--- src/spc_pkg.sv ---
// shared constants, enums and carriers for the servo pulse command and status block
package spc_pkg;

    // core clock
    localparam int CLK_PERIOD_NS = 10;

    // highest pulse rates on the two command ports
    localparam int OPTO_MAX_KHZ = 500;
    localparam int FAST_MAX_KHZ = 2000;

    // shortest half period of a legal pulse train, in ns
    localparam int OPTO_HALF_NS = 1000000 / (2 * OPTO_MAX_KHZ);
    localparam int FAST_HALF_NS = 1000000 / (2 * FAST_MAX_KHZ);

    // half periods in whole cycles, rounded down so the filter never outlasts a pulse
    localparam int OPTO_HALF_CYC = OPTO_HALF_NS / CLK_PERIOD_NS;
    localparam int FAST_HALF_CYC = FAST_HALF_NS / CLK_PERIOD_NS;

    // glitch filter length: a quarter of the shortest legal half period
    localparam int OPTO_FILT_CYC = OPTO_HALF_CYC / 4;
    localparam int FAST_FILT_CYC = FAST_HALF_CYC / 4;

    // filter channel layout
    localparam int CH_ONE = 0;
    localparam int CH_TWO = 1;
    localparam int CH_PULSE = 2;
    localparam int CH_SIGN = 3;
    localparam int CH_INHIBIT = 4;
    localparam int NUM_CH = 5;

    // number of status outputs
    localparam int NUM_OUT = 6;

    // reset values
    localparam logic [NUM_OUT-1:0] OUT_RST = 6'h00;
    localparam logic [2:0] ENC_RST = 3'h0;

    // operating modes
    typedef enum logic [1:0] {
        MODE_POSITION = 2'h0,
        MODE_VELOCITY = 2'h1,
        MODE_TORQUE = 2'h2
    } spc_mode_t;

    // pulse command formats
    typedef enum logic [1:0] {
        FMT_STEP_DIR = 2'h0,
        FMT_CW_CCW = 2'h1,
        FMT_QUAD = 2'h2
    } spc_fmt_t;

    // status output functions
    typedef enum logic [3:0] {
        FUNC_GENERAL = 4'h0,
        FUNC_ALARM = 4'h1,
        FUNC_BRAKE = 4'h2,
        FUNC_TORQUE_REACH = 4'h3,
        FUNC_MOVING = 4'h4,
        FUNC_VEL_REACH = 4'h5,
        FUNC_SERVO_READY = 4'h6,
        FUNC_SERVO_ON = 4'h7,
        FUNC_IN_POS = 4'h8,
        FUNC_TACH = 4'h9
    } spc_func_t;

    // configuration set by the drive's parameter store
    typedef struct packed {
        spc_mode_t mode;
        spc_fmt_t fmt;
        logic port_fast;
        logic dir_invert;
        logic quad_invert;
        spc_func_t [NUM_OUT-1:0] out_func;
        logic [NUM_OUT-1:0] gp_out;
        logic [15:0] move_thresh;
        logic [15:0] inpos_thresh;
        logic [15:0] ripple_band;
        logic [15:0] tach_div;
    } spc_cfg_t;

    // drive state reported by the servo loop
    typedef struct packed {
        logic alarm;
        logic brake_on;
        logic torque_reached;
        logic drive_able;
        logic servo_on;
        logic in_position;
        logic [15:0] follow_err;
        logic [15:0] pos_err;
        logic signed [15:0] speed_act;
        logic signed [15:0] speed_cmd;
        logic [15:0] ripple;
    } spc_stat_t;

endpackage

--- src/spc_pulse_io.sv ---
// pulse command decoder and status output driver of the servo drive
`timescale 1ns/100ps

// Overview of operation
// - step/direction port decodes pulse trains up to 500kHz; host stays at or below.
// - fast pulse/sign port accepts up to 2MHz; host stays at or below.
// - step with direction active moves one way, inactive the other way.
// - a setting inverts the rotation sense tied to the direction level.
// - pulses on first input move one way, on second input the other.
// - quadrature direction follows the leading phase, mapping configurable.
// - by default, first input leading second gives clockwise rotation.
// - in position mode first two inputs are pulse only; else general inputs.
// - six outputs, each assignable to permitted functions or general use.
// - second output is brake control or general purpose.
// - moving function on fourth output: position mode and following error below threshold.
// - velocity reached: velocity or torque mode, speed equals command and ripple within band.
// - servo ready on fifth output: drive able and no alarm.
// - in position on sixth output: position mode, in position and error below threshold.
// - encoder A, B and index repeated to host; index also open collector.
// - three pulse formats: step/direction, CW/CCW, A/B quadrature.
// - pulse inhibit in position mode ignores pulses, position unchanged.
module spc_pulse_io #(
    parameter int POS_W = 32
) (
    // clock, reset, enable
    input wire logic CORE_CLK,
    input wire logic RST,
    input wire logic CE,
    // configuration and drive state
    input wire spc_pkg::spc_cfg_t CFG,
    input wire spc_pkg::spc_stat_t STAT,
    // command pulse pins
    input wire logic FAST_INPUT_ONE,
    input wire logic FAST_INPUT_TWO,
    input wire logic FAST_PULSE_IN,
    input wire logic FAST_SIGN_IN,
    input wire logic PULSE_INHIBIT_INPUT,
    // decoded command toward the position loop
    output logic signed [POS_W-1:0] CMD_POS,
    output logic CMD_STEP,
    output logic CMD_DIR_CW,
    output logic GP_IN_ONE,
    output logic GP_IN_TWO,
    // motor encoder
    input wire logic ENC_A,
    input wire logic ENC_B,
    input wire logic ENC_Z,
    // status outputs
    output logic OUTPUT_ONE,
    output logic OUTPUT_TWO,
    output logic OUTPUT_THREE,
    output logic OUTPUT_FOUR,
    output logic OUTPUT_FIVE,
    output logic OUTPUT_SIX,
    // encoder feedback toward the host
    output logic FEEDBACK_PHASE_A,
    output logic FEEDBACK_PHASE_B,
    output logic FEEDBACK_INDEX,
    output logic FEEDBACK_INDEX_OC_O,
    output logic FEEDBACK_INDEX_OC_OE
);
    import spc_pkg::*;

    // quadrature step: {valid, up}; gray order 00,10,11,01 counts up
    function automatic logic [1:0] quad_step(input logic [1:0] prev, input logic [1:0] now);
        logic [1:0] res;
        res = 2'h0;
        unique case ({prev, now})
            4'h2, 4'hb, 4'hd, 4'h4: res = 2'h3;
            4'h1, 4'h7, 4'he, 4'h8: res = 2'h2;
            default: res = 2'h0; // no change, or both phases changed
        endcase
        return res;
    endfunction

    // which functions each output may take; anything else falls back to general use
    function automatic logic func_allowed(input int idx, input spc_func_t f);
        logic ok;
        ok = (f == FUNC_GENERAL);
        unique case (idx)
            0: ok = ok | (f == FUNC_ALARM);
            1: ok = ok | (f == FUNC_BRAKE);
            2: ok = ok | (f == FUNC_TORQUE_REACH);
            3: ok = ok | (f == FUNC_MOVING) | (f == FUNC_VEL_REACH);
            4: ok = ok | (f == FUNC_SERVO_READY) | (f == FUNC_SERVO_ON);
            default: ok = ok | (f == FUNC_IN_POS) | (f == FUNC_TACH);
        endcase
        return ok;
    endfunction

    wire [NUM_CH-1:0] raw = {PULSE_INHIBIT_INPUT, FAST_SIGN_IN, FAST_PULSE_IN,
                             FAST_INPUT_TWO, FAST_INPUT_ONE};
    logic [NUM_CH-1:0] flt;

    // two-flop sync then a stability filter per input
    generate
        for (genvar g = 0; g < NUM_CH; g++)
        begin : g_filt
            localparam logic [7:0] LIM = (g == CH_PULSE || g == CH_SIGN) ?
                                         8'(FAST_FILT_CYC) : 8'(OPTO_FILT_CYC);
            logic s1_r, s2_r, flt_r;
            logic [7:0] cnt_r;
            wire settle = (cnt_r == LIM - 8'h01);
            always_ff @(posedge CORE_CLK or posedge RST)
            begin
                if (RST)
                begin
                    s1_r <= 1'b0;
                    s2_r <= 1'b0;
                    flt_r <= 1'b0;
                    cnt_r <= 8'h00;
                end
                else if (CE)
                begin
                    s1_r <= raw[g];
                    s2_r <= s1_r;
                    flt_r <= (s2_r != flt_r && settle) ? s2_r : flt_r;
                    cnt_r <= (s2_r == flt_r || settle) ? 8'h00 : cnt_r + 8'h01;
                end
            end
            assign flt[g] = flt_r;
        end
    endgenerate

    // source and edge decoding; the host keeps to one port, the other is not looked at
    wire pos_mode = (CFG.mode == MODE_POSITION);
    wire a_cur = CFG.port_fast ? flt[CH_PULSE] : flt[CH_ONE];
    wire b_cur = CFG.port_fast ? flt[CH_SIGN] : flt[CH_TWO];
    logic a_prev_r, b_prev_r;
    wire rise_a = a_cur & ~a_prev_r;
    wire rise_b = b_cur & ~b_prev_r;
    wire [1:0] qs = quad_step({a_prev_r, b_prev_r}, {a_cur, b_cur});

    // per-format step and direction
    wire sd_valid = rise_a;
    wire sd_up = b_cur ^ CFG.dir_invert;
    wire cc_valid = rise_a ^ rise_b;
    wire cc_up = rise_a ^ CFG.dir_invert;
    wire qd_valid = qs[1];
    wire qd_up = qs[0] ^ CFG.quad_invert;
    wire fmt_valid = (CFG.fmt == FMT_STEP_DIR) ? sd_valid :
                     (CFG.fmt == FMT_CW_CCW) ? cc_valid :
                     (CFG.fmt == FMT_QUAD) ? qd_valid : 1'b0;
    wire fmt_up = (CFG.fmt == FMT_STEP_DIR) ? sd_up :
                  (CFG.fmt == FMT_CW_CCW) ? cc_up : qd_up;
    wire inhibit = flt[CH_INHIBIT] & pos_mode;
    wire cnt_en = fmt_valid & pos_mode & ~inhibit;
    wire signed [POS_W-1:0] pos_nxt = fmt_up ? CMD_POS + POS_W'(1) : CMD_POS - POS_W'(1);

    // command counter; edges are still tracked while inhibited so release adds no step
    always_ff @(posedge CORE_CLK or posedge RST)
    begin
        if (RST)
        begin
            a_prev_r <= 1'b0;
            b_prev_r <= 1'b0;
            CMD_POS <= '0;
            CMD_STEP <= 1'b0;
            CMD_DIR_CW <= 1'b0;
            GP_IN_ONE <= 1'b0;
            GP_IN_TWO <= 1'b0;
        end
        else if (CE)
        begin
            a_prev_r <= a_cur;
            b_prev_r <= b_cur;
            CMD_POS <= cnt_en ? pos_nxt : CMD_POS;
            CMD_STEP <= cnt_en;
            CMD_DIR_CW <= cnt_en ? fmt_up : CMD_DIR_CW;
            GP_IN_ONE <= flt[CH_ONE] & ~pos_mode;
            GP_IN_TWO <= flt[CH_TWO] & ~pos_mode;
        end
    end

    // encoder repeat and tach divider
    logic [2:0] enc_r;
    logic [15:0] tach_cnt_r;
    logic tach_r;
    wire [1:0] es = quad_step(enc_r[2:1], {ENC_A, ENC_B});
    wire tach_hit = es[1] && ({1'b0, tach_cnt_r} + 17'h00001 >= {1'b0, CFG.tach_div});
    always_ff @(posedge CORE_CLK or posedge RST)
    begin
        if (RST)
        begin
            enc_r <= ENC_RST;
            tach_cnt_r <= 16'h0000;
            tach_r <= 1'b0;
        end
        else if (CE)
        begin
            enc_r <= {ENC_A, ENC_B, ENC_Z};
            tach_cnt_r <= tach_hit ? 16'h0000 : (es[1] ? tach_cnt_r + 16'h0001 : tach_cnt_r);
            tach_r <= tach_r ^ tach_hit;
        end
    end
    assign FEEDBACK_PHASE_A = enc_r[2];
    assign FEEDBACK_PHASE_B = enc_r[1];
    assign FEEDBACK_INDEX = enc_r[0];
    // open collector pulls low while the index is high
    assign FEEDBACK_INDEX_OC_O = 1'b0;
    assign FEEDBACK_INDEX_OC_OE = enc_r[0];

    // status function values, indexed by function code
    wire moving = pos_mode & (STAT.follow_err < CFG.move_thresh);
    wire vel_reach = (CFG.mode == MODE_VELOCITY || CFG.mode == MODE_TORQUE) &
                     (STAT.speed_act == STAT.speed_cmd) &
                     (STAT.ripple <= CFG.ripple_band);
    wire ready = STAT.drive_able & ~STAT.alarm;
    wire in_pos = pos_mode & STAT.in_position & (STAT.pos_err < CFG.inpos_thresh);
    wire [15:0] func_val = {6'h00, tach_r, in_pos, STAT.servo_on, ready, vel_reach,
                            moving, STAT.torque_reached, STAT.brake_on, STAT.alarm, 1'b0};

    // output selection; registered so glitches of the compares never reach a pin
    logic [NUM_OUT-1:0] out_r;
    logic [NUM_OUT-1:0] out_nxt;
    generate
        for (genvar k = 0; k < NUM_OUT; k++)
        begin : g_out
            wire spc_func_t fsel = func_allowed(k, CFG.out_func[k]) ?
                                   CFG.out_func[k] : FUNC_GENERAL;
            assign out_nxt[k] = (fsel == FUNC_GENERAL) ? CFG.gp_out[k] : func_val[fsel];
        end
    endgenerate
    always_ff @(posedge CORE_CLK or posedge RST)
    begin
        if (RST)
            out_r <= OUT_RST;
        else if (CE)
            out_r <= out_nxt;
    end
    assign {OUTPUT_SIX, OUTPUT_FIVE, OUTPUT_FOUR, OUTPUT_THREE, OUTPUT_TWO, OUTPUT_ONE} = out_r;
endmodule // spc_pulse_io

--- config.mk ---
export PLATFORM = sky130hd
export DESIGN_NAME = spc_pulse_io
export DESIGN_NICKNAME = d
export VERILOG_FILES = /design/src/spc_pkg.sv /design/src/spc_pulse_io.sv
export SDC_FILE = /design/constraint.sdc
export NUM_CORES = 1
export LEC_CHECK = 0
export ABC_CLOCK_PERIOD_IN_PS = 4010
export BUFFER_PORTS_ARGS = -buffer_cell sky130_fd_sc_hd__buf_2
export CAP_MARGIN = 20
export CORE_MARGIN = 2
export CORE_UTILIZATION = 40
export DETAILED_ROUTE_END_ITERATION = 8
export MAX_ROUTING_LAYER = met4
export PLACE_DENSITY_LB_ADDON = 0.25
export RECOVER_POWER = 100
export SLEW_MARGIN = 10
export SYNTH_ARGS = -nofsm -noshare
export SYNTH_HDL_FRONTEND = slang
export SYNTH_SLANG_ARGS = --single-unit
--- constraint.sdc ---
create_clock -name CORE_CLK -period 4.01 [get_ports CORE_CLK]
set_input_delay 0.802 -clock CORE_CLK [delete_from_list [all_inputs] [get_ports CORE_CLK]]
set_output_delay 0.802 -clock CORE_CLK [all_outputs]
set_load 0.02 [all_outputs]
==> flow_metrics.py, run 1 <==
metrics = {
    "global_routing": {
        "grt_usage_pct": 20.8,
        "grt_pass1_vias": 7552,
        "grt_first_pass_wirelength_um": 36500,
        "grt_start_max_net_pins": 66,
        "grt_overflow": 0,
        "antenna_found_initial": 4,
    },
    "setup_path": {
        "r2r_start": "g_filt[1].flt_r$_DFFE_PP0P_",
        "worstRegToRegCells": 17,
        "critPathArrivalTime_ns": 4.08,
        "worstSetupPathType": "in -> reg",
        "reg2reg_setup_slack_ns": 0.38,
        "critPathLaunchType": "primary input",
        "crit_fanout": 4,
        "crit_end": "CMD_POS[24]$_DFFE_PP0P_",
        "cp-startpoint": "CFG[96]",
        "end_kind": "flip-flop",
        "worstPathRequired_ns": 4.30,
        "r2r_end": "CMD_POS[24]$_DFFE_PP0P_",
    },
    "worst_hold_path": {
        "holdCritPathClass": "reg -> reg",
    },
    "pwr": {
        "vdd_ir_drop_max_uv": 252,
        "p_int_uw": 3170,
        "pwr-share-seq_pct": 36.0,
        "netSwitchingFraction_pct": 38.7,
        "p_per_area_nw_per_um2": 484,
        "p_clk_share_pct": 29.9,
        "p_comb_share_pct": 34.1,
        "switchingPower_uw": 2000,
        "leakage_uw": 0.00512,
    },
    "floorplan": {
        "coreArea_sq_um": 21100,
        "io_pins": 245,
        "rows": 53,
        "dieArea_sq_um": 22800,
        "die_h_um": 151,
        "fp.dieW_um": 151,
        "start_util_pct": 41.0,
    },
    "synth": {
        "synth-edff-count": 0,
        "yosysTopAreaCell": "dfrtp_1",
        "ys_types": 73,
        "yosys_most_used_dff": "dfrtp_1",
        "synthTopCellsByArea": "dfrtp_1 34%, ha_1 11%, xnor2_1 6.0%, nand2_1 4.3%, inv_1 3.7%",
        "ys_async_sr_fraction_pct": 100,
        "seq_area_frac_synth_pct": 34.5,
        "syn_area_sq_um": 8640,
        "synth_nets": 1262,
        "ys_ff_latch": 119,
        "syn_inst": 985,
        "avgSynthCellArea_sq_um": 8.77,
        "yosysWarnings": 0,
        "synth_common_cells": "119 x dfrtp_1, 100 x nand2_1, 85 x inv_1",
        "netlist.area_leader.share_pct": 34.5,
        "yosysMostFrequentCell": "dfrtp_1",
    },
    "placed_design": {
        "io_buffer_count": 243,
        "dp_cells": 1477,
        "dp_hpwl_um": 17800,
        "gp_congestion": 0.965,
        "place_area_sq_um": 10200,
    },
    "sta": {
        "skew_ns": 0.0108,
        "rsz0062_at_grt": "no",
        "tightest_slew_ns": 2.42,
        "fmaxAchievable_ghz": 0.264,
        "slew_headroom_pct": -61.5,
        "fin_crit_sh_pct": 94.4,
        "setup_viol": 0,
        "hold_viol": 0,
        "fin_crit_ns": 3.79,
        "maxSlewViolCount": 105,
    },
    "drt": {
        "drc": 0,
        "avgViaCountPerCell": 5.20,
        "first_pass_iters": 4,
        "drt_wl_total_um": 22600,
        "antenna_left": 0,
        "wl_per_cell_um": 14.9,
        "drtIter0Drc": 405,
        "num_vias": 7866,
    },
    "finish": {
        "stdcell_area_sq_um": 10700,
        "fin_nets": 1498,
        "fillers": 2064,
        "synthToLayoutAreaGrowth_pct": 23.6,
        "final_cells": 1512,
        "drive_above_1_share_pct": 23.0,
    },
    "clock_network": {
        "post_cts_resized": 0,
        "cts_sinks": 119,
        "clk_pin_slew_worst_paths_ns": 0.05,
        "root_buffer": "clkbuf_16",
        "holdBufCountCts": 0,
        "htree_levels": 4,
        "clk-insertion-delay-late_ns": 0.42,
        "cts_tree": "yes",
        "cts_buffers": 17,
        "clockBufferDepth": 2,
        "cts_setup_buffers": 0,
    },
    "status": {
        "status": "finished with violations",
        "violations": "max-capacitance violations, max-slew violations",
    },
    "job": {
        "drv_cap": 2,
    },
}
-- routing by layer --
layer  wire, um  part of all wire [%]  global-route usage, %  up-vias
li1           -                     -                      -     3954
met1       9440                    42                   24.3     3616
met2      11300                    50                   35.8      259
met3       1200                   5.3                   3.77       37
met4        692                   3.1                   8.04        0
met5          0                     0                      -        -
-- layout make-up --
class	count	area, sq um	share of cell area (%)
clock inverters	11	150	1.41
flip-flops and latches	119	2980	27.9
repair buffers	257	1250	11.7
diodes	4	10.0	0.0937
clock buffers	20	447	4.18
inverters	85	319	2.99
well taps	275	344	3.22
multi-input cells	741	5190	48.6
-- state kept, by name, indices dropped and copies added, names as in the netlist, 3 cells and up --
register,cells
tach_cnt_r,16
out_r,6
g_filt.flt_r,5
g_filt.cnt_r,40
CMD_POS,32
g_filt.s2_r,5
g_filt.s1_r,5
enc_r,3
-- power by group through the flow --
| stage | combinational [uW] | sequential (uW) | clock [uW] |
|---|---|---|---|
| after global placement | 1800 | 1870 | 0 |
| after detailed placement | 1840 | 1870 | 0 |
| after global routing | 1980 | 1910 | 1650 |
| final | 1760 | 1860 | 1550 |
| after CTS | 1840 | 1850 | 1580 |
| after floorplan | 1280 | 1850 | 0 |
-- how the worst min path moves through the flow --
stage,start,end,slack [ns],cells past startpoint
after global placement,CMD_POS[31]$_DFFE_PP0P_,CMD_POS[31]$_DFFE_PP0P_,0.45,1
after global routing,CMD_POS[31]$_DFFE_PP0P_,CMD_POS[31]$_DFFE_PP0P_,0.48,1
after floorplan,tach_r$_DFFE_PP0P_,tach_r$_DFFE_PP0P_,0.44,1
after CTS,CMD_POS[31]$_DFFE_PP0P_,CMD_POS[31]$_DFFE_PP0P_,0.46,1
after detailed placement,CMD_POS[31]$_DFFE_PP0P_,CMD_POS[31]$_DFFE_PP0P_,0.45,1
final,CMD_POS[31]$_DFFE_PP0P_,CMD_POS[31]$_DFFE_PP0P_,0.46,1
-- cell families after synthesis --
family	Yosys count	share of synthesized area, %
buffers and inverters	125	5.89
and+or+nand+nor	373	22.5
DFF	119	34.5
AOI/OAI and AO/OA	166	12.3
other	1	0.0434
xor gates and xnor gates	85	8.61
muxes	37	4.81
adders and majority gates	79	11.4
-- placed cells by master, fill, tap and decap left out, types with 5 or more instances in the layout --
cell type / count
nand2b_1: 11
nor3_1: 31
clkbuf_16: 17
buf_4: 6
nand4_1: 34
nand2_1: 100
ha_1: 77
o21ai_0: 60
xor2_1: 26
dfrtp_1: 119
o2bb2ai_1: 7
mux2_2: 23
a22o_1: 5
or4_1: 8
a21o_1: 17
clkbuf_1: 52
xnor2_1: 58
nor2_1: 68
nand3_1: 43
and3_1: 9
o41ai_1: 7
buf_2: 197
nor4_1: 19
o211ai_1: 5
nor2b_1: 10
o31ai_1: 7
a21oi_1: 32
mux2i_1: 11
inv_1: 83
-- critical path, cell delays in order --
cell and delay (ns):
buf_2 0.15, mux2i_4 0.29, inv_2 0.07, ha_1 0.19, mux4_2 0.47, xnor2_1 0.15, and2_4 0.17, nor2_4 0.04
xnor2_2 0.13, ha_4 0.18, nor2_4 0.11, nand4b_2 0.11, or4_1 0.51, nor2_4 0.15, nand2_2 0.09, nor4b_2 0.22
o21ai_1 0.12, xnor2_1 0.13
-- through the flow --
step / setup TNS [ns] / setup WS [ns] / utilization [%] / total power [uW] / hold WS, ns
CTS: 0 / 0.265 / 51.2 / 5280 / 0.464
floorplan: -0.0714 / -0.0697 / - / 3130 / 0.445
global route: 0 / 0.0264 / 50.7 / 5540 / 0.477
finish: 0 / 0.223 / 50.7 / 5160 / 0.462
detailed placement: -0.794 / -0.179 / 48.3 / 3710 / 0.455
global placement: -0.169 / -0.0873 / 48.3 / 3670 / 0.453
Power figures use the tool's default switching activity.
==> inputs of run 2 (changes only) <==
--- a/config.mk
+++ b/config.mk
@@ -10,6 +10,7 @@
 export CAP_MARGIN = 20
 export CORE_MARGIN = 2
 export CORE_UTILIZATION = 40
+export CTS_BUF_LIST = sky130_fd_sc_hd__clkbuf_2 sky130_fd_sc_hd__clkbuf_4 sky130_fd_sc_hd__clkbuf_8
 export DETAILED_ROUTE_END_ITERATION = 8
 export MAX_ROUTING_LAYER = met4
 export PLACE_DENSITY_LB_ADDON = 0.25
==> run 2 against run 1 <==
Worst setup slack improved by 0.028 ns. Via count decreased by 0.39%. Routed wire length decreased by 0.25%. Utilization decreased by 0.88 points. First-iteration DRC count increased by 10%. The run still ends with max-capacitance violations, max-slew violations left. Largest cell class unchanged. Clock power decreased by 26%. Hold slack improved by 0.0025 ns.
==> flow_metrics.py, run 2 (synthesized netlist as in run 1, its figures left out) <==
metrics = {
    "drt": {
        "num_vias": 7835,
        "drt_wl_total_um": 22500,
        "drtIter0Drc": 447,
        "avgViaCountPerCell": 5.19,
        "first_pass_iters": 5,
        "antenna_left": 0,
        "wl_per_cell_um": 14.9,
        "drc": 0,
    },
    "sta": {
        "fin_crit_ns": 3.76,
        "fmaxAchievable_ghz": 0.266,
        "slew_headroom_pct": -62.4,
        "tightest_slew_ns": 2.43,
        "whs_ns": 0.465,
        "hold_viol": 0,
        "fin_crit_sh_pct": 93.7,
        "setup_viol": 0,
        "skew_ns": 0.0135,
        "maxSlewViolCount": 105,
        "rsz0062_at_grt": "no",
    },
    "setup_path": {
        "path_buf_inv": 2,
        "path_cells": "buf_2 -> mux2i_4 -> inv_2 -> ha_1 -> mux4_2 -> xnor2_1 -> and2_4 -> nor2_4 -> xnor2_2 -> ha_4 -> nor2_4 -> nand4b_2 -> or4_1 -> nor2_4 -> nand2_2 -> nor4b_2 -> o21ai_1 -> xnor2_1",
        "cpMaxStageDelayCell": "or4_1",
        "end_kind": "flip-flop",
        "critPathArrivalTime_ns": 4.07,
        "critPathLaunchType": "primary input",
        "worstPathRequired_ns": 4.32,
        "slowest_delay_ns": 0.50,
        "worstSetupPathType": "in -> reg",
        "crit_fanout": 4,
        "cp_common_cell": "nor2_4",
        "crit_family": "simple AND/OR/NAND/NOR gates",
    },
    "pwr": {
        "p_int_uw": 2820,
        "p_comb_share_pct": 37.0,
        "p_clk_share_pct": 24.1,
        "p_per_area_nw_per_um2": 454,
        "p_total_uw": 4770,
        "vdd_ir_drop_max_uv": 227,
        "pwr-share-seq_pct": 39.0,
        "netSwitchingFraction_pct": 40.9,
        "switchingPower_uw": 1950,
        "leakage_uw": 0.00505,
    },
    "clock_network": {
        "cts_tree": "yes",
        "cts_buffers": 17,
        "cts_sinks": 119,
        "holdBufCountCts": 0,
        "clk-insertion-delay-late_ns": 0.44,
        "clockBufferDepth": 2,
        "cts_setup_buffers": 0,
        "htree_levels": 4,
        "root_buffer": "clkbuf_8",
        "clk_pin_slew_worst_paths_ns": 0.07,
        "post_cts_resized": 0,
    },
    "global_routing": {
        "grt_pass1_vias": 7546,
        "grt_overflow": 0,
        "grt_first_pass_wirelength_um": 36400,
        "grt_start_max_net_pins": 66,
        "antenna_found_initial": 3,
        "grt_usage_pct": 20.7,
    },
    "floorplan": {
        "io_pins": 245,
        "start_util_pct": 41.0,
        "fp.dieW_um": 151,
        "die_h_um": 151,
        "rows": 53,
        "coreArea_sq_um": 21100,
        "dieArea_sq_um": 22800,
    },
    "finish": {
        "layout_common_cells": "197 x buf_2, 119 x dfrtp_1, 100 x nand2_1",
        "drive_above_1_share_pct": 23.2,
        "fin_util_pct": 49.8,
        "fin_nets": 1498,
        "top_register": "g_filt.cnt_r",
        "final_common_cell": "buf_2",
        "final_cells": 1511,
        "top_regs": "g_filt.cnt_r: 40 flops, CMD_POS: 32 flops, tach_cnt_r: 16 flops",
        "synthToLayoutAreaGrowth_pct": 21.4,
        "largest_reg_flops": 40,
    },
    "status": {
        "status": "finished with violations",
        "violations": "max-capacitance violations, max-slew violations",
    },
    "job": {
        "drv_cap": 2,
    },
    "placed_design": {
        "gp_congestion": 0.965,
        "dp_hpwl_um": 17800,
        "io_buffer_count": 243,
        "dp_cells": 1477,
    },
    "worst_hold_path": {
        "holdCritPathClass": "reg -> reg",
    },
}
==> run 2: cell count changes in the layout (fill, tap and decap cells not counted), sizes merged <==
| cell | delta |
|---|---|
| diode | -1 |
==> run 2: routing by layer <==
layer  vias to the layer above  global-route usage (%)  share of wire (%)
li1                       3954                       -                  -
met1                      3607                    24.2                 42
met2                       246                    36.3                 51
met3                        28                    3.64                5.2
met4                         0                    6.54                2.0
met5                         -                       -                  0
==> run 2: per-stage QoR <==
stage               TNS, ns  cell area [sq um]  setup WS (ns)
global route              0              10500         0.0602
detailed placement   -0.794              10200         -0.179
finish                    0              10500          0.251
CTS                       0              10600          0.300
global placement     -0.169              10200        -0.0873
floorplan           -0.0714               8710        -0.0697
==> run 2: cell type report <==
class | count | area [sq um]
tap | 275 | 344
antenna | 3 | 7.51
clock buffer | 20 | 263
inverter | 85 | 319
clock inverter | 11 | 150
timing repair buffer | 257 | 1250
multi-input combinational | 741 | 5190
sequential | 119 | 2980
fill | 2074 | 10600
==> run 2: power groups by stage <==
stage | Sequential (uW) | Clock (uW) | Combinational [uW]
6_report | 1860 | 1150 | 1760
5_1_grt | 1910 | 1250 | 1980
4_1_cts | 1850 | 1180 | 1840
3_5_place_dp | 1870 | 0 | 1840
3_3_place_gp | 1870 | 0 | 1800
2_1_floorplan | 1850 | 0 | 1280
==> run 2: path summary, 6_finish.rpt <==
kind | from | end | slack (ns) | cells past startpoint
max reg2reg | g_filt[1].flt_r$_DFFE_PP0P_ | CMD_POS[24]$_DFFE_PP0P_ | 0.38 | 17
min in group asynchronous | RST | CMD_POS[5]$_DFFE_PP0P_ | 1.20 | 2
min | CMD_POS[31]$_DFFE_PP0P_ | CMD_POS[31]$_DFFE_PP0P_ | 0.46 | 1
max in group asynchronous | RST | CMD_POS[24]$_DFFE_PP0P_ | 0.84 | 3
max | CFG[96] | CMD_POS[24]$_DFFE_PP0P_ | 0.25 | 18
min reg2reg | CMD_POS[31]$_DFFE_PP0P_ | CMD_POS[31]$_DFFE_PP0P_ | 0.46 | 1
